`config.mk`:
```
export PLATFORM = sky130hd
export DESIGN_NAME = fuse_trim_programmer
export DESIGN_NICKNAME = d
export VERILOG_FILES = /design/src/fuse_trim_pkg.sv /design/src/trim_interval_timer.sv /design/src/fuse_trim_programmer.sv
export SDC_FILE = /design/constraint.sdc
export NUM_CORES = 1
export LEC_CHECK = 0
export BUFFER_PORTS_ARGS = -buffer_cell sky130_fd_sc_hd__buf_2
export CAP_MARGIN = 5
export CORE_MARGIN = 2
export CORE_UTILIZATION = 52
export CTS_CLUSTER_DIAMETER = 50
export DETAILED_ROUTE_END_ITERATION = 10
export PLACE_DENSITY = 0.77
export SLEW_MARGIN = 20
export SYNTH_ARGS = -nofsm -noshare
export SYNTH_HDL_FRONTEND = slang
export SYNTH_SLANG_ARGS = --single-unit
```
`constraint.sdc`:
```
create_clock -name sys_clk -period 3.3 [get_ports sys_clk]
set_input_delay 0.165 -clock sys_clk [delete_from_list [all_inputs] [get_ports sys_clk]]
set_output_delay 0.165 -clock sys_clk [all_outputs]
set_load 0.01 [all_outputs]
```
`src/fuse_trim_pkg.sv`:
```
package fuse_trim_pkg;

    localparam int CLK_PERIOD_NS = 100;

    // Least times, rounded up to whole cycles
    function automatic int us_to_cyc(input int us);
        return (us * 1000 + CLK_PERIOD_NS - 1) / CLK_PERIOD_NS;
    endfunction

    localparam int HI_ACTIVE_US = 30;
    localparam int HI_OFF_US = 30;
    localparam int MID_ACTIVE_US = 15;
    localparam int MID_OFF_US = 5;
    localparam int BLOW_US = 30;
    localparam int HI_ACTIVE_CYC = us_to_cyc(HI_ACTIVE_US);
    localparam int HI_OFF_CYC = us_to_cyc(HI_OFF_US);
    localparam int MID_ACTIVE_CYC = us_to_cyc(MID_ACTIVE_US);
    localparam int MID_OFF_CYC = us_to_cyc(MID_OFF_US);
    localparam int BLOW_CYC = us_to_cyc(BLOW_US);

    localparam int TMR_W = 24;

    localparam logic [7:0] CMD_OFS = 8'h00;
    localparam logic [7:0] STATUS_OFS = 8'h04;
    localparam logic [7:0] BLOWN_OFS = 8'h08;

    typedef enum logic [2:0] {
        OP_NONE = 3'h0,
        OP_TRY = 3'h1,
        OP_BLOW_BIT = 3'h2,
        OP_PROGRAM = 3'h3,
        OP_POWER_CYCLE = 3'h4
    } op_t;

    localparam logic [1:0] KEY_QUIESCENT = 2'h1;
    localparam logic [1:0] KEY_SENS = 2'h2;
    localparam logic [1:0] KEY_SHARED = 2'h3;

    localparam logic [5:0] MAX_CODE_6B = 6'h3f;
    localparam logic [5:0] MAX_CODE_SHARED = 6'h1f;
    localparam logic [5:0] TC_MAX_CODE = 6'h07;
    localparam logic [5:0] POL_CODE = 6'h08;
    localparam logic [5:0] FREEZE_CODE = 6'h10;

    // Recommended blow order, lowest first
    localparam logic [2:0] RANK_POL = 3'h0;
    localparam logic [2:0] RANK_TC = 3'h1;
    localparam logic [2:0] RANK_SENS = 3'h2;
    localparam logic [2:0] RANK_QUIESCENT = 3'h3;
    localparam logic [2:0] RANK_FREEZE = 3'h4;

    typedef enum logic [1:0] {
        LVL_LOW = 2'h0,
        LVL_STEP = 2'h1,
        LVL_BLOW = 2'h2
    } level_t;

    typedef enum logic [3:0] {
        SEQ_IDLE = 4'h0,
        SEQ_PWR_OFF = 4'h1,
        SEQ_PWR_UP = 4'h2,
        SEQ_SEL_HI = 4'h3,
        SEQ_KEY_MID = 4'h4,
        SEQ_ADDR_HI = 4'h5,
        SEQ_CODE_MID = 4'h6,
        SEQ_BLOW = 4'h7,
        SEQ_SETTLE = 4'h8
    } seq_t;

    typedef struct packed {
        logic supply_on;
        level_t level;
    } pin_drive_t;

    localparam pin_drive_t PIN_DRIVE_RST = '{supply_on: 1'b0, level: LVL_LOW};

    typedef struct packed {
        logic [17:0] rsvd2;
        logic [5:0] code;
        logic [1:0] rsvd1;
        logic [1:0] key;
        logic rsvd0;
        op_t op;
    } cmd_word_t;

    typedef struct packed {
        logic [13:0] rsvd1;
        logic [1:0] key;
        logic [1:0] rsvd0;
        logic [5:0] code;
        seq_t state;
        logic order_warn;
        logic locked;
        logic err;
        logic busy;
    } status_word_t;

    typedef struct packed {
        logic [14:0] rsvd;
        logic [4:0] shared_bits;
        logic [5:0] sens_bits;
        logic [5:0] quiescent_bits;
    } blown_word_t;

endpackage

```
`src/trim_interval_timer.sv`:
```
`timescale 1ns/1ns
module trim_interval_timer #(
    parameter int W = 24
) (
    input wire logic sys_clk,
    input wire logic rstn,
    input wire logic ce,
    input wire logic load,
    input wire logic [W-1:0] load_val,
    output logic expired
);

    logic [W-1:0] count_ff;

    // Loading val gives val+1 cycles until expiry seen by the caller
    always_ff @(posedge sys_clk)
    begin
        if (!rstn)
            count_ff <= '0;
        else if (ce)
            count_ff <= load ? load_val : (count_ff - ((count_ff != '0) ? W'(1) : W'(0)));
    end

    // No load term here: the caller derives load from expiry, so one would close a loop
    assign expired = (count_ff == '0);

endmodule // trim_interval_timer

```
`src/fuse_trim_programmer.sv`:
```
// Chosen here: strobed register access and the address map.
`timescale 1ns/1ns
module fuse_trim_programmer #(
    parameter int SETTLE_US = 1000,
    parameter int PWR_OFF_US = 10000,
    parameter int PWR_UP_US = 1000
) (
    input wire logic sys_clk,
    input wire logic rstn,
    input wire logic ce,
    input wire logic [7:0] addr,
    input wire logic [31:0] wdata,
    input wire logic wr_stb,
    input wire logic rd_stb,
    output logic [31:0] rdata,
    output fuse_trim_pkg::pin_drive_t pin_drive
);

    localparam int SETTLE_CYC = fuse_trim_pkg::us_to_cyc(SETTLE_US);
    localparam int PWR_OFF_CYC = fuse_trim_pkg::us_to_cyc(PWR_OFF_US);
    localparam int PWR_UP_CYC = fuse_trim_pkg::us_to_cyc(PWR_UP_US);
    localparam int TW = fuse_trim_pkg::TMR_W;

    fuse_trim_pkg::seq_t state_ff;
    fuse_trim_pkg::seq_t nxt_state;
    logic ph_ff;
    logic nxt_ph;
    logic [5:0] cnt_ff;
    logic [5:0] nxt_cnt;
    fuse_trim_pkg::op_t op_ff;
    logic [1:0] key_ff;
    logic [5:0] code_ff;
    logic [5:0] rem_ff;
    logic pending_ff;
    logic err_ff;
    logic locked_ff;
    logic order_warn_ff;
    logic [2:0] max_rank_ff;
    logic [5:0] blown_q_ff;
    logic [5:0] blown_s_ff;
    logic [4:0] blown_x_ff;
    logic [31:0] rdata_ff;
    fuse_trim_pkg::pin_drive_t pin_drive_ff;
    fuse_trim_pkg::pin_drive_t nxt_drive;
    logic [TW-1:0] tmr_val;

    fuse_trim_pkg::cmd_word_t cmd;
    fuse_trim_pkg::status_word_t st_w;
    fuse_trim_pkg::status_word_t status;
    fuse_trim_pkg::blown_word_t blown;
    logic cmd_wr;
    logic st_wr;
    logic idle;
    logic is_prog;
    logic op_known;
    logic key_ok;
    logic [5:0] max_code;
    logic code_ok;
    logic single_bit;
    logic cmd_ok;
    logic accept;
    logic refuse;
    logic [5:0] cmd_low;
    logic [5:0] low_bit;
    logic tmr_exp;
    logic tmr_load;
    logic settle_done;
    logic pulse_end;
    logic [2:0] rank;
    logic [31:0] rd_val;

    assign cmd = fuse_trim_pkg::cmd_word_t'(wdata);
    assign st_w = fuse_trim_pkg::status_word_t'(wdata);
    assign cmd_wr = wr_stb && (addr == fuse_trim_pkg::CMD_OFS);
    assign st_wr = wr_stb && (addr == fuse_trim_pkg::STATUS_OFS);
    assign idle = (state_ff == fuse_trim_pkg::SEQ_IDLE);
    assign is_prog = (cmd.op == fuse_trim_pkg::OP_TRY) || (cmd.op == fuse_trim_pkg::OP_BLOW_BIT)
        || (cmd.op == fuse_trim_pkg::OP_PROGRAM);
    assign op_known = is_prog || (cmd.op == fuse_trim_pkg::OP_POWER_CYCLE);
    assign key_ok = (cmd.key != 2'h0);
    assign max_code = (cmd.key == fuse_trim_pkg::KEY_SHARED) ? fuse_trim_pkg::MAX_CODE_SHARED
        : fuse_trim_pkg::MAX_CODE_6B;
    assign code_ok = (cmd.code != 6'h00) && (cmd.code <= max_code);
    assign single_bit = ((cmd.code & (cmd.code - 6'h01)) == 6'h00);
    // A host cannot undo a freeze, so try, blow and program commands are refused once one has been blown
    assign cmd_ok = idle && op_known && (!is_prog || (key_ok && code_ok && !locked_ff
        && ((cmd.op != fuse_trim_pkg::OP_BLOW_BIT) || single_bit)));
    assign accept = cmd_wr && cmd_ok;
    assign refuse = cmd_wr && !cmd_ok;
    assign cmd_low = cmd.code & (~cmd.code + 6'h01);
    assign low_bit = rem_ff & (~rem_ff + 6'h01);
    assign pulse_end = tmr_exp && ph_ff;
    assign settle_done = (state_ff == fuse_trim_pkg::SEQ_SETTLE) && tmr_exp;
    assign tmr_load = (nxt_state != state_ff) || (nxt_ph != ph_ff);

    always_comb
    begin
        nxt_state = state_ff;
        nxt_cnt = cnt_ff;
        nxt_ph = 1'b0;
        unique case (state_ff)
            fuse_trim_pkg::SEQ_IDLE:
                if (accept)
                    nxt_state = fuse_trim_pkg::SEQ_PWR_OFF;
            fuse_trim_pkg::SEQ_PWR_OFF:
                if (tmr_exp)
                    nxt_state = fuse_trim_pkg::SEQ_PWR_UP;
            fuse_trim_pkg::SEQ_PWR_UP:
                if (tmr_exp)
                    nxt_state = pending_ff ? fuse_trim_pkg::SEQ_SEL_HI
                        : fuse_trim_pkg::SEQ_IDLE;
            fuse_trim_pkg::SEQ_SEL_HI,
            fuse_trim_pkg::SEQ_ADDR_HI,
            fuse_trim_pkg::SEQ_KEY_MID,
            fuse_trim_pkg::SEQ_CODE_MID:
            begin
                nxt_ph = tmr_exp ? !ph_ff : ph_ff;
                if (pulse_end)
                begin
                    if (state_ff == fuse_trim_pkg::SEQ_SEL_HI)
                    begin
                        nxt_state = fuse_trim_pkg::SEQ_KEY_MID;
                        nxt_cnt = {4'h0, key_ff};
                    end
                    else if (state_ff == fuse_trim_pkg::SEQ_ADDR_HI)
                    begin
                        nxt_state = fuse_trim_pkg::SEQ_CODE_MID;
                        nxt_cnt = code_ff;
                    end
                    else if (cnt_ff != 6'h01)
                        nxt_cnt = cnt_ff - 6'h01;
                    else if (state_ff == fuse_trim_pkg::SEQ_KEY_MID)
                        nxt_state = fuse_trim_pkg::SEQ_ADDR_HI;
                    else
                        // Try leaves power on so the trial code stays live
                        nxt_state = (op_ff == fuse_trim_pkg::OP_TRY) ? fuse_trim_pkg::SEQ_IDLE
                            : fuse_trim_pkg::SEQ_BLOW;
                end
            end
            fuse_trim_pkg::SEQ_BLOW:
                if (tmr_exp)
                    nxt_state = fuse_trim_pkg::SEQ_SETTLE;
            fuse_trim_pkg::SEQ_SETTLE:
                if (tmr_exp)
                    nxt_state = fuse_trim_pkg::SEQ_PWR_OFF;
            default:
                nxt_state = fuse_trim_pkg::SEQ_IDLE;
        endcase
    end

    always_comb
    begin
        tmr_val = TW'(0);
        nxt_drive.supply_on = 1'b1;
        nxt_drive.level = fuse_trim_pkg::LVL_LOW;
        unique case (nxt_state)
            fuse_trim_pkg::SEQ_IDLE:
                nxt_drive.supply_on = pin_drive_ff.supply_on;
            fuse_trim_pkg::SEQ_PWR_OFF:
            begin
                nxt_drive.supply_on = 1'b0;
                tmr_val = TW'(PWR_OFF_CYC - 1);
            end
            fuse_trim_pkg::SEQ_PWR_UP:
                tmr_val = TW'(PWR_UP_CYC - 1);
            fuse_trim_pkg::SEQ_SEL_HI,
            fuse_trim_pkg::SEQ_ADDR_HI:
            begin
                nxt_drive.level = nxt_ph ? fuse_trim_pkg::LVL_LOW : fuse_trim_pkg::LVL_BLOW;
                tmr_val = nxt_ph ? TW'(fuse_trim_pkg::HI_OFF_CYC - 1)
                    : TW'(fuse_trim_pkg::HI_ACTIVE_CYC - 1);
            end
            fuse_trim_pkg::SEQ_KEY_MID,
            fuse_trim_pkg::SEQ_CODE_MID:
            begin
                nxt_drive.level = nxt_ph ? fuse_trim_pkg::LVL_LOW : fuse_trim_pkg::LVL_STEP;
                tmr_val = nxt_ph ? TW'(fuse_trim_pkg::MID_OFF_CYC - 1)
                    : TW'(fuse_trim_pkg::MID_ACTIVE_CYC - 1);
            end
            fuse_trim_pkg::SEQ_BLOW:
            begin
                nxt_drive.level = fuse_trim_pkg::LVL_BLOW;
                tmr_val = TW'(fuse_trim_pkg::BLOW_CYC - 1);
            end
            fuse_trim_pkg::SEQ_SETTLE:
                tmr_val = TW'(SETTLE_CYC - 1);
            default:
                tmr_val = TW'(0);
        endcase
    end

    trim_interval_timer #(
        .W(TW)
    ) u_timer (
        .sys_clk(sys_clk),
        .rstn(rstn),
        .ce(ce),
        .load(tmr_load),
        .load_val(tmr_val),
        .expired(tmr_exp)
    );

    // Rank of the bit just blown within the recommended order
    assign rank = (key_ff == fuse_trim_pkg::KEY_QUIESCENT) ? fuse_trim_pkg::RANK_QUIESCENT
        : (key_ff == fuse_trim_pkg::KEY_SENS) ? fuse_trim_pkg::RANK_SENS
        : (code_ff == fuse_trim_pkg::FREEZE_CODE) ? fuse_trim_pkg::RANK_FREEZE
        : (code_ff == fuse_trim_pkg::POL_CODE) ? fuse_trim_pkg::RANK_POL
        : (code_ff <= fuse_trim_pkg::TC_MAX_CODE) ? fuse_trim_pkg::RANK_TC
        : fuse_trim_pkg::RANK_FREEZE;

    always_ff @(posedge sys_clk)
    begin
        if (!rstn)
        begin
            state_ff <= fuse_trim_pkg::SEQ_IDLE;
            ph_ff <= 1'b0;
            cnt_ff <= 6'h00;
            pin_drive_ff <= fuse_trim_pkg::PIN_DRIVE_RST;
        end
        else if (ce)
        begin
            state_ff <= nxt_state;
            ph_ff <= nxt_ph;
            cnt_ff <= nxt_cnt;
            pin_drive_ff <= nxt_drive;
        end
    end

    always_ff @(posedge sys_clk)
    begin
        if (!rstn)
        begin
            op_ff <= fuse_trim_pkg::OP_NONE;
            key_ff <= 2'h0;
            code_ff <= 6'h00;
            rem_ff <= 6'h00;
            pending_ff <= 1'b0;
        end
        else if (ce && accept)
        begin
            op_ff <= cmd.op;
            key_ff <= cmd.key;
            code_ff <= (cmd.op == fuse_trim_pkg::OP_PROGRAM) ? cmd_low : cmd.code;
            rem_ff <= (cmd.op == fuse_trim_pkg::OP_PROGRAM) ? (cmd.code & ~cmd_low) : 6'h00;
            pending_ff <= is_prog;
        end
        else if (ce && settle_done)
        begin
            code_ff <= low_bit;
            rem_ff <= rem_ff & ~low_bit;
            pending_ff <= (op_ff == fuse_trim_pkg::OP_PROGRAM) && (rem_ff != 6'h00);
        end
    end

    // Shadow of blown fuses: union of every bit blown since reset
    always_ff @(posedge sys_clk)
    begin
        if (!rstn)
        begin
            blown_q_ff <= 6'h00;
            blown_s_ff <= 6'h00;
            blown_x_ff <= 5'h00;
            locked_ff <= 1'b0;
            max_rank_ff <= fuse_trim_pkg::RANK_POL;
        end
        else if (ce && settle_done)
        begin
            if (key_ff == fuse_trim_pkg::KEY_QUIESCENT)
                blown_q_ff <= blown_q_ff | code_ff;
            if (key_ff == fuse_trim_pkg::KEY_SENS)
                blown_s_ff <= blown_s_ff | code_ff;
            if (key_ff == fuse_trim_pkg::KEY_SHARED)
                blown_x_ff <= blown_x_ff | code_ff[4:0];
            if ((key_ff == fuse_trim_pkg::KEY_SHARED) && (code_ff == fuse_trim_pkg::FREEZE_CODE))
                locked_ff <= 1'b1;
            if (rank > max_rank_ff)
                max_rank_ff <= rank;
        end
    end

    // Sticky flags: a new event wins over a clear in the same cycle
    always_ff @(posedge sys_clk)
    begin
        if (!rstn)
        begin
            err_ff <= 1'b0;
            order_warn_ff <= 1'b0;
        end
        else if (ce)
        begin
            err_ff <= refuse || (err_ff && !(st_wr && st_w.err));
            order_warn_ff <= (settle_done && (rank < max_rank_ff))
                || (order_warn_ff && !(st_wr && st_w.order_warn));
        end
    end

    assign status = '{rsvd1: 14'h0000, key: key_ff, rsvd0: 2'h0, code: code_ff,
        state: state_ff, order_warn: order_warn_ff, locked: locked_ff, err: err_ff, busy: !idle};
    assign blown = '{rsvd: 15'h0000, shared_bits: blown_x_ff, sens_bits: blown_s_ff,
        quiescent_bits: blown_q_ff};
    assign rd_val = (addr == fuse_trim_pkg::STATUS_OFS) ? 32'(status)
        : (addr == fuse_trim_pkg::BLOWN_OFS) ? 32'(blown) : 32'h00000000;

    always_ff @(posedge sys_clk)
    begin
        if (!rstn)
            rdata_ff <= 32'h00000000;
        else if (ce)
            rdata_ff <= rd_stb ? rd_val : 32'h00000000;
    end

    assign rdata = rdata_ff;
    assign pin_drive = pin_drive_ff;

endmodule // fuse_trim_programmer

```
# Yosys cells after proc, flatten, opt, wreduce, memory -nomap -nowiden
# Index checks and enable logic that the tools add are counted.
word_totals:
  reg_bits: 111
  wordCells: 177
  in_bits: 45
  out_inout_bits: 35
classes:
  n_reduce_logical: 59
  muxes: 43
  add_sub_neg: 5
  bitwise: 13
  eq_ne: 34
  n_lt_le_gt_ge: 4
ops:
  columns: ["cell", "n"]
  rows:
  - ["$pmux W17 S4", 1]
  - ["$mux W6", 10]
  - ["$mux W18", 2]
  - ["$mux W4", 9]
  - ["$eq A4 B3 Y1 const B", 8]
  - ["$and A6 B6 Y6", 5]
  - ["$logic_not A24 Y1", 1]
  - ["$mux W24", 1]
  - ["$not A6 Y6", 4]
  - ["$pmux W4 S6", 1]
  - ["$reduce_bool A24 Y1", 1]
  - ["$sub A24 B24 Y24", 1]
  - ["$logic_and A1 B1 Y1", 21]
  - ["$mux W3", 7]
  - ["$mux W17", 1]
  - ["$eq A4 B2 Y1 const B", 4]
  - ["$add A6 B1 Y6 const B", 2]
  - ["$or A6 B6 Y6", 2]
  - ["$reduce_and A2 Y1", 6]
  - ["$reduce_bool A6 Y1", 2]
  - ["$sub A6 B1 Y6 const B", 2]
  - ["$eq A3 B2 Y1 const B", 3]
  - ["$eq A4 B1 Y1 const B", 2]
  - ["$eq A4 B4 Y1 const B", 2]
  - ["other kinds (34)", 60]

# Logic depth before layout (Yosys ltp)
# Gate-level depths: netlist of the first run.
depth:
  depth_word: 16
  depth_mapped: 15
  ltp_nobuf: 13

# Cells and area by module
# A second synthesis of the first run with hierarchy kept.
hier_totals:
  hier_cells: 715
  area_unflattened_um2: 5609.1
modules_own_cells:
  columns: ["mod", "instances", "area_each_um2", "cells_each", "seq_area_each_um2"]
  rows:
  - ["fuse_trim_programmer", 1, 4042.6, 504, 1441.4]
  - ["trim_interval_timer", 1, 1566.5, 211, 480.5]

# Worst setup path after synthesis of the first run
# No wires, ideal clock.
synth_path:
  path_type: "register to register"
  start: "register u_timer.count_ff[17]"
  end: "register u_timer.count_ff[15]"
  period_less_slack_ps: 3339
  setup_ps: 117
  path_slack_ps: -39
  path_stages_with_launch: 14
  required_time_ps: 3183
  arrival_time_ps: 3222
  path_cell_list: "dfxtp_1 -> or4_4 -> nor3_2 -> nand3_1 -> inv_2 -> ha_1 -> clkbuf_1 -> a31o_2 -> a31oi_1 -> nor3_1 -> a31oi_1 -> o211ai_4 -> mux2_1 -> a32o_1"
synth_via:
  elab_chain_cells: 8
  elab_cells_between_ends: 29
synth_rtl:
  columns: ["element", "line", "text"]
  rows:
  - ["start, declared", "trim_interval_timer.sv:13", "logic [W-1:0] count_ff;"]
  - ["start signal, assigned", "trim_interval_timer.sv:21", "count_ff <= load ? load_val : (count_ff - ((count_ff != '0) ? W'(1) : W'(0)));"]
  - ["$logic_not A24 Y1", "trim_interval_timer.sv:25", "assign expired = (count_ff == '0);"]
  - ["$logic_and A1 B1 Y1", "fuse_trim_programmer.sv:92", "assign pulse_end = tmr_exp && ph_ff;"]
  - ["$mux W4", "fuse_trim_programmer.sv:118", "if (pulse_end)"]
  - ["$pmux W4 S6", "fuse_trim_programmer.sv:101", "unique case (state_ff)"]
  - ["$eq A4 B3 Y1 (tied with other cells)", "fuse_trim_programmer.sv:156", "unique case (nxt_state)"]
  - ["$reduce_or A3 Y1 (no line) (tied with other cells)", null, null]
  - ["$pmux W17 S4", "fuse_trim_programmer.sv:156", null]
  - ["$mux W24 *", "trim_interval_timer.sv:21", null]
# Every way passes the cells marked *; elsewhere a longest branch is shown, timed or not.
# A chain may end at the register's enable or synchronous reset.

# Final worst setup path of the first run
# Ends and elaborated chain as after synthesis.

==> metrics.txt, run 1 <==
# TYPE chip_impl_metric gauge
chip_impl_metric{name="yosys.cell_types.count",unit=""} 81
chip_impl_metric{name="coreArea",unit="mm2"} 0.0102
chip_impl_metric{name="synth-seq-cells",unit=""} 96
chip_impl_info{name="setup_repair_after_global_routing_missed_its_margin",value="false"} 1
chip_impl_metric{name="wl_met3",unit="um"} 903
chip_impl_info{name="topRoutingLayerUsed",value="met4"} 1
chip_impl_info{name="setup_crit_end_kind",value="flip-flop"} 1
chip_impl_metric{name="ys_async_sr_fraction",unit="%"} 0
chip_impl_metric{name="initial_antenna_violation_count",unit=""} 0
chip_impl_metric{name="routed_wire_length_per_instance",unit="um"} 16.5
chip_impl_metric{name="area_growth",unit="%"} 11.7
chip_impl_metric{name="grt_first_pass_wirelength",unit="um"} 23400
chip_impl_metric{name="synth-warning-count",unit=""} 0
chip_impl_metric{name="max-clock-path-buffers",unit=""} 2
chip_impl_metric{name="initial_utilization",unit="%"} 53.3
chip_impl_info{name="yosys-top-cells-area",value="sky130_fd_sc_hd__dfxtp_1 35%, sky130_fd_sc_hd__nor2_1 7.0%, sky130_fd_sc_hd__a21oi_1 5.4%, sky130_fd_sc_hd__nand2_1 3.4%, sky130_fd_sc_hd__clkbuf_1 3.2%"} 1
chip_impl_metric{name="worst_r2r_path_depth",unit=""} 14
chip_impl_metric{name="total_power",unit="uW"} 4330
chip_impl_metric{name="met1Wirelength",unit="um"} 6160
chip_impl_metric{name="route.final.wire_length",unit="um"} 14400
chip_impl_info{name="cts.root.buffer_cell",value="sky130_fd_sc_hd__clkbuf_8"} 1
chip_impl_info{name="postSynth.topFlopCell",value="sky130_fd_sc_hd__dfxtp_1"} 1
chip_impl_info{name="cts_tree",value="done"} 1
chip_impl_metric{name="placement.setup.worst_slack",unit="ps"} 61.4
chip_impl_info{name="cells_along_the_critical_path",value="or4_4 -> nor3_4 -> nand3_2 -> inv_2 -> ha_2 -> buf_4 -> nand2b_1 -> o22ai_1 -> a21oi_1 -> a21oi_1 -> a2111oi_2 -> buf_4 -> mux2_1 -> a32o_1"} 1
chip_impl_metric{name="report.final.hold_viol_count",unit=""} 0
chip_impl_metric{name="grt_usage",unit="%"} 25.3
chip_impl_metric{name="cts-buffers-inserted",unit=""} 9
chip_impl_metric{name="total_number_of_placement_rows",unit=""} 37
chip_impl_metric{name="globalRoute.totalOverflow",unit=""} 0
chip_impl_metric{name="required_time_of_the_worst_setup_path",unit="ps"} 3570
chip_impl_metric{name="worst_tran_pin_value",unit="ps"} 894
chip_impl_info{name="timing.hold.worst.class",value="input pin to flip-flop"} 1
chip_impl_metric{name="maximum_clock_rate",unit="GHz"} 0.320
chip_impl_metric{name="highest_cell_delay_on_the_worst_timing_path",unit="ps"} 590
chip_impl_info{name="critPathKind",value="flip-flop to flip-flop"} 1
chip_impl_metric{name="met2WireLength",unit="um"} 7040
chip_impl_info{name="synth_top_cell_by_area",value="sky130_fd_sc_hd__dfxtp_1"} 1
chip_impl_metric{name="number_of_buffer_cells_added_on_primary_ports",unit=""} 45
chip_impl_metric{name="cts_htree_levels",unit=""} 3
chip_impl_info{name="crit-reg2reg-capture",value="u_timer.count_ff[15]"} 1
chip_impl_metric{name="drv_cap",unit=""} 0
chip_impl_metric{name="gate_count_after_technology_mapping",unit=""} 697
chip_impl_metric{name="timing.final.max_slew_violations",unit=""} 0
chip_impl_metric{name="tritoncts_num_sinks",unit=""} 96
chip_impl_metric{name="route.vias.total",unit=""} 5358
chip_impl_metric{name="power.density",unit="mW/mm2"} 711
chip_impl_metric{name="final_antenna_diode_count",unit=""} 0
chip_impl_metric{name="worstSkewPairLatency",unit="ps"} 380
chip_impl_metric{name="critical_path_arrival",unit="ps"} 3390
chip_impl_metric{name="number_of_global_route_vias_before_repair",unit=""} 4873
chip_impl_metric{name="clk_transition_reported_paths",unit="ps"} 100
chip_impl_metric{name="total_leakage_power",unit="uW"} 0.00238
chip_impl_metric{name="io_pins",unit=""} 80
chip_impl_metric{name="area.sequential",unit="mm2"} 0.00192
chip_impl_info{name="min_delay_worst_endpoint",value="key_ff[1]"} 1
chip_impl_metric{name="route.detailed.drc",unit=""} 0
chip_impl_metric{name="largest_net_degree_at_the_start_of_global_routing",unit=""} 41
chip_impl_metric{name="die_x",unit="um"} 106
chip_impl_metric{name="worst-path-max-fanout",unit=""} 5
chip_impl_metric{name="synth-seq-area-share",unit="%"} 35.3
chip_impl_info{name="layout.cells.most_common",value="sky130_fd_sc_hd__nor2_1"} 1
chip_impl_metric{name="drt_iter0_drc",unit=""} 354
chip_impl_info{name="mostFrequentLayoutCells",value="101 x sky130_fd_sc_hd__nor2_1, 96 x sky130_fd_sc_hd__dfxtp_1, 59 x sky130_fd_sc_hd__a21oi_1"} 1
chip_impl_info{name="setup.worst_path.start_class",value="flip-flop"} 1
chip_impl_metric{name="maxSlewHeadroom",unit="%"} 40.1
chip_impl_metric{name="vdd_ir_drop_max",unit="uV"} 377
chip_impl_metric{name="final_sum_of_negative_setup_slack",unit="ps"} 0
chip_impl_metric{name="multi_input_area",unit="mm2"} 0.00324
chip_impl_metric{name="dieHeight",unit="um"} 106
chip_impl_metric{name="setup_violations",unit=""} 0
chip_impl_info{name="r2r_start",value="u_timer.count_ff[17]"} 1
chip_impl_metric{name="floorplan.die_area",unit="mm2"} 0.0113
chip_impl_info{name="status",value="completed"} 1
chip_impl_metric{name="layout-drive-gt1-share",unit="%"} 16.5
chip_impl_metric{name="synth_area",unit="mm2"} 0.00545
chip_impl_metric{name="fin_skew",unit="ps"} 16.9
chip_impl_metric{name="via_count_normalized_by_instance_count",unit=""} 6.12
chip_impl_metric{name="dp_hpwl",unit="um"} 10200
chip_impl_info{name="cell_type_group_with_the_largest_total_delay_on_the_critical_path",value="simple AND/OR/NAND/NOR gates"} 1
chip_impl_metric{name="reg2reg_slack",unit="ps"} 170
chip_impl_metric{name="whs_path_depth",unit=""} 3
chip_impl_info{name="startpoint_of_the_worst_hold_path",value="wdata[5]"} 1
chip_impl_metric{name="synth-edff-count",unit=""} 0
chip_impl_metric{name="synthesis.area_per_instance",unit="um2"} 7.82
chip_impl_metric{name="final_period_minus_worst_setup_slack",unit="ps"} 3130
chip_impl_metric{name="number_of_detailed_route_iterations_in_the_first_pass",unit=""} 5
chip_impl_metric{name="final_net_count",unit=""} 792
chip_impl_metric{name="drt.antenna.violating_nets",unit=""} 0
chip_impl_metric{name="gpl_wtd_cong",unit=""} 0.894
chip_impl_metric{name="final.period_utilization",unit="%"} 94.7
chip_impl_metric{name="fillerInstances",unit=""} 912
chip_impl_metric{name="holdBufCountCts",unit=""} 0
chip_impl_metric{name="fin_worst_setup_slack",unit="ps"} 174
chip_impl_metric{name="post-synth-top-area-fraction",unit="%"} 35.3
chip_impl_metric{name="timing.critical_path.buf_inv",unit=""} 3
chip_impl_info{name="critPathSlowestCell",value="sky130_fd_sc_hd__or4_4"} 1
-- synthesized netlist by cell type (all sizes together) (12+ instances only) --
| cell | n |
|---|---|
| and2 | 12 |
| a21oi | 59 |
| nand2 | 49 |
| nand3 | 25 |
| inv | 25 |
| clkbuf | 46 |
| ha | 12 |
| a222oi | 12 |
| nor3 | 28 |
| dfxtp | 96 |
| a211oi | 18 |
| nor2 | 101 |
| o21ai | 17 |
| buf | 18 |
-- layout make-up --
class / count / area share [%]
Inverter: 25 / 1.54
Sequential cell: 96 / 31.6
Multi-Input combinational cell: 526 / 53.2
Tap cell: 136 / 2.79
Clock buffer: 9 / 2.03
Clock inverter: 7 / 1.25
Timing Repair Buffer: 77 / 7.64
-- worst max-delay path by stage --
| stage | depth (start not counted) | from | slack (ps) | endpoint |
|---|---|---|---|---|
| global placement | 13 | u_timer.count_ff[17] | 150 | u_timer.count_ff[3] |
| global route | 13 | u_timer.count_ff[17] | 4 | u_timer.count_ff[10] |
| floorplan | 13 | u_timer.count_ff[17] | 10 | u_timer.count_ff[15] |
| detailed placement | 13 | u_timer.count_ff[17] | 60 | u_timer.count_ff[3] |
| finish | 14 | u_timer.count_ff[17] | 170 | u_timer.count_ff[15] |
| CTS | 13 | u_timer.count_ff[17] | 40 | u_timer.count_ff[3] |
-- registers in the layout, summed over array words and instances (netlist names) --
| name | cells |
|---|---|
| blown_q_ff | 6 |
| blown_s_ff | 6 |
| blown_x_ff | 5 |
| cnt_ff | 6 |
| code_ff | 6 |
| err_ff | 1 |
| key_ff | 2 |
| locked_ff | 1 |
| max_rank_ff | 3 |
| op_ff | 3 |
| order_warn_ff | 1 |
| pending_ff | 1 |
| ph_ff | 1 |
| pin_drive | 3 |
| rdata | 18 |
| rem_ff | 5 |
| state_ff | 4 |
| u_timer.count_ff | 24 |
-- tightest hold or removal path: cells and delay by family --
family                 cells  cell delay (ps)
buffers and inverters      1              100
multiplexers               1               60
AND/OR/NAND/NOR            1               70
-- through the flow --
stage	instances	cell area (um2)	util, %	hold slack (ps)
3_5_place_dp	857	5830	57.0	444
3_3_place_gp	857	5830	57.0	427
4_1_cts	873	6030	58.9	48.7
6_report	876	6090	59.5	61.0
5_1_grt	876	6090	59.5	60.4
2_1_floorplan	710	5510	-	301
-- kinds of logic (layout without fill, tap and decap cells) --
group,count (synthesis),count (layout),synth area share [%]
AND/OR/NAND/NOR,289,289,26.2
buffers and inverters,89,118,7.28
other,1,14,0.0688
flip-flops,96,96,35.3
XOR/XNOR,13,13,2.09
AO/OA/AOI/OAI,185,186,24.1
adder cells (fa/ha/maj),12,12,2.75
multiplexers,12,12,2.27
-- power breakdown --
part           total [uW]  switching, uW  internal (uW)
Sequential           1440            143           1300
Clock                 790            484            306
Combinational        2100           1160            943
-- layer usage --
metal	GRT usage [%]	up-vias
li1	-	2592
met1	32.0	2543
met2	43.4	198
met3	4.66	25
met4	8.36	0
met5	0	-
-- what timing repair did --
item / in CTS / in global routing
endpoints found under the hold margin: 0 / 0
endpoints found under the setup margin: 0 / 26
gates resized for setup: 0 / 7
setup buffers: 0 / 2
Note: power is estimated with default switching activity, not from simulation.
==> inputs of run 2 (changes only) <==
CTS_BUF_LIST = sky130_fd_sc_hd__clkbuf_16   (was not set)
GPL_ROUTABILITY_DRIVEN = 1   (was not set)
==> metrics.txt, run 2 (synthesis results as in run 1) <==
# TYPE chip_impl_metric gauge
chip_impl_metric{name="routed_wire_length_per_instance",unit="um"} 16.6
chip_impl_metric{name="maxSlewHeadroom",unit="%"} 43.9
chip_impl_metric{name="critical_path_arrival",unit="ps"} 3380
chip_impl_metric{name="route.final.wire_length",unit="um"} 14600
chip_impl_info{name="cts_tree",value="done"} 1
chip_impl_metric{name="route.detailed.drc",unit=""} 0
chip_impl_metric{name="number_of_global_route_vias_before_repair",unit=""} 4927
chip_impl_metric{name="number_of_buffer_cells_added_on_primary_ports",unit=""} 45
chip_impl_metric{name="final.period_utilization",unit="%"} 94.9
chip_impl_metric{name="coreArea",unit="mm2"} 0.0102
chip_impl_metric{name="worstSkewPairLatency",unit="ps"} 350
chip_impl_metric{name="grt_first_pass_wirelength",unit="um"} 23500
chip_impl_info{name="cts.root.buffer_cell",value="sky130_fd_sc_hd__clkbuf_16"} 1
chip_impl_metric{name="setup_violations",unit=""} 0
chip_impl_info{name="critPathLaunch",value="u_timer.count_ff[17]"} 1
chip_impl_metric{name="report.final.hold_viol_count",unit=""} 0
chip_impl_metric{name="cts_htree_levels",unit=""} 3
chip_impl_metric{name="initial_antenna_violation_count",unit=""} 0
chip_impl_info{name="mostFrequentLayoutCells",value="101 x sky130_fd_sc_hd__nor2_1, 96 x sky130_fd_sc_hd__dfxtp_1, 59 x sky130_fd_sc_hd__a21oi_1"} 1
chip_impl_metric{name="drt.antenna.violating_nets",unit=""} 0
chip_impl_metric{name="vdd_ir_drop_max",unit="uV"} 420
chip_impl_metric{name="worst-path-max-fanout",unit=""} 5
chip_impl_metric{name="grt_usage",unit="%"} 25.4
chip_impl_info{name="timing.hold.worst.class",value="input pin to flip-flop"} 1
chip_impl_metric{name="final_period_minus_worst_setup_slack",unit="ps"} 3130
chip_impl_metric{name="drv_cap",unit=""} 0
chip_impl_metric{name="placement.setup.worst_slack",unit="ps"} 61.4
chip_impl_metric{name="maximum_clock_rate",unit="GHz"} 0.319
chip_impl_metric{name="largest_net_degree_at_the_start_of_global_routing",unit=""} 41
chip_impl_info{name="critPathKind",value="flip-flop to flip-flop"} 1
chip_impl_info{name="setup_repair_after_global_routing_missed_its_margin",value="false"} 1
chip_impl_metric{name="globalRoute.totalOverflow",unit=""} 0
chip_impl_info{name="largest_register",value="u_timer.count_ff"} 1
chip_impl_info{name="r2r_start",value="u_timer.count_ff[17]"} 1
chip_impl_info{name="setup_crit_end_kind",value="flip-flop"} 1
chip_impl_metric{name="number_of_detailed_route_iterations_in_the_first_pass",unit=""} 6
chip_impl_metric{name="largest_register_ff_count",unit=""} 24
chip_impl_metric{name="initial_utilization",unit="%"} 53.3
chip_impl_info{name="setup.worst_path.start_class",value="flip-flop"} 1
chip_impl_metric{name="floorplan.die_area",unit="mm2"} 0.0113
chip_impl_metric{name="cts-buffers-inserted",unit=""} 9
chip_impl_metric{name="gpl_wtd_cong",unit=""} 0.894
chip_impl_metric{name="area_growth",unit="%"} 13.6
chip_impl_metric{name="tritoncts_num_sinks",unit=""} 96
chip_impl_info{name="status",value="completed"} 1
chip_impl_metric{name="final_net_count",unit=""} 792
chip_impl_metric{name="total_leakage_power",unit="uW"} 0.00242
chip_impl_metric{name="fin_worst_setup_slack",unit="ps"} 168
chip_impl_metric{name="max-clock-path-buffers",unit=""} 2
chip_impl_metric{name="total_number_of_placement_rows",unit=""} 37
chip_impl_metric{name="dieHeight",unit="um"} 106
chip_impl_info{name="crit_path_end",value="u_timer.count_ff[15]"} 1
chip_impl_metric{name="timing.final.max_slew_violations",unit=""} 0
chip_impl_metric{name="final_sum_of_negative_setup_slack",unit="ps"} 0
chip_impl_info{name="crit-reg2reg-capture",value="u_timer.count_ff[15]"} 1
chip_impl_metric{name="clk_transition_reported_paths",unit="ps"} 70
chip_impl_metric{name="die_x",unit="um"} 106
chip_impl_metric{name="layout-drive-gt1-share",unit="%"} 16.5
chip_impl_metric{name="dp_hpwl",unit="um"} 10200
chip_impl_metric{name="worst_r2r_path_depth",unit=""} 14
chip_impl_metric{name="final_antenna_diode_count",unit=""} 0
chip_impl_metric{name="route.vias.total",unit=""} 5399
chip_impl_metric{name="reg2reg_slack",unit="ps"} 170
chip_impl_metric{name="drt_iter0_drc",unit=""} 382
chip_impl_metric{name="power.density",unit="mW/mm2"} 746
chip_impl_metric{name="required_time_of_the_worst_setup_path",unit="ps"} 3550
chip_impl_metric{name="holdBufCountCts",unit=""} 0
chip_impl_metric{name="io_pins",unit=""} 80
chip_impl_metric{name="timing.hold.ws",unit="ps"} 80.5
chip_impl_metric{name="fin_skew",unit="ps"} 10.3
chip_impl_metric{name="worst_tran_pin_value",unit="ps"} 838
chip_impl_info{name="layout.cells.most_common",value="sky130_fd_sc_hd__nor2_1"} 1
chip_impl_metric{name="via_count_normalized_by_instance_count",unit=""} 6.16
## run 2: cell counts in the layout (fill, tap and decap cells not counted)
No cell type changed its count.
## run 2: area by class of cell
type / instances / area (um2)
repair buffers: 77 / 465
multi-input cells: 526 / 3240
clock buffers: 9 / 225
fillers: 894 / 4040
well taps: 136 / 170
clock inverters: 7 / 76.3
inverters: 25 / 93.8
flip-flops and latches: 96 / 1920
## run 2: worst min-delay path by stage
stage | start | endpoint | slack (ps) | depth (start not counted)
finish | wdata[5] | key_ff[1] | 80 | 3
global route | wdata[5] | key_ff[1] | 110 | 3
CTS | wdata[5] | key_ff[1] | 80 | 3
detailed placement | wdata[5] | key_ff[1] | 440 | 3
global placement | wdata[4] | key_ff[0] | 430 | 3
floorplan | wdata[8] | code_ff[0] | 300 | 2
## run 2: stage by stage
stage / util (%) / cell area (um2) / std cells / power [uW]
floorplan: - / 5510 / 710 / 2900
detailed placement: 57.0 / 5830 / 857 / 3450
CTS: 59.9 / 6130 / 873 / 4510
global placement: 57.0 / 5830 / 857 / 3380
global route: 60.5 / 6190 / 876 / 4910
finish: 60.5 / 6190 / 876 / 4620
## run 2: repair_timing
action                                 4_1_cts  5_1_grt
endpoints found under the hold margin        0        0
setup endpoints to repair                    0       26
gates resized for setup                      0        7
setup buffers                                0        2
## run 2: layer usage
metal	vias up	GRT usage, %	wire, um
met2	206	43.6	7040
met4	0	11.1	428
met1	2555	31.8	6200
met5	-	0	0
met3	32	3.43	894
li1	2606	-	-
## run 2: worst max-delay path: stages, from the launching register on
cell                        delay [ps]
sky130_fd_sc_hd__dfxtp_1           350
sky130_fd_sc_hd__or4_4             590
sky130_fd_sc_hd__nor3_4            160
sky130_fd_sc_hd__nand3_2           110
sky130_fd_sc_hd__inv_2              90
sky130_fd_sc_hd__ha_2              220
sky130_fd_sc_hd__buf_4             150
sky130_fd_sc_hd__nand2b_1           80
sky130_fd_sc_hd__o22ai_1           140
sky130_fd_sc_hd__a21oi_1            80
sky130_fd_sc_hd__a21oi_1           290
sky130_fd_sc_hd__a2111oi_2          90
sky130_fd_sc_hd__buf_4             180
sky130_fd_sc_hd__mux2_1            290
sky130_fd_sc_hd__a32o_1            200
## run 2: where the power goes
| part | switching, uW | internal (uW) | total, uW |
|---|---|---|---|
| logic | 1160 | 942 | 2100 |
| registers | 145 | 1300 | 1440 |
| clock network | 530 | 544 | 1070 |
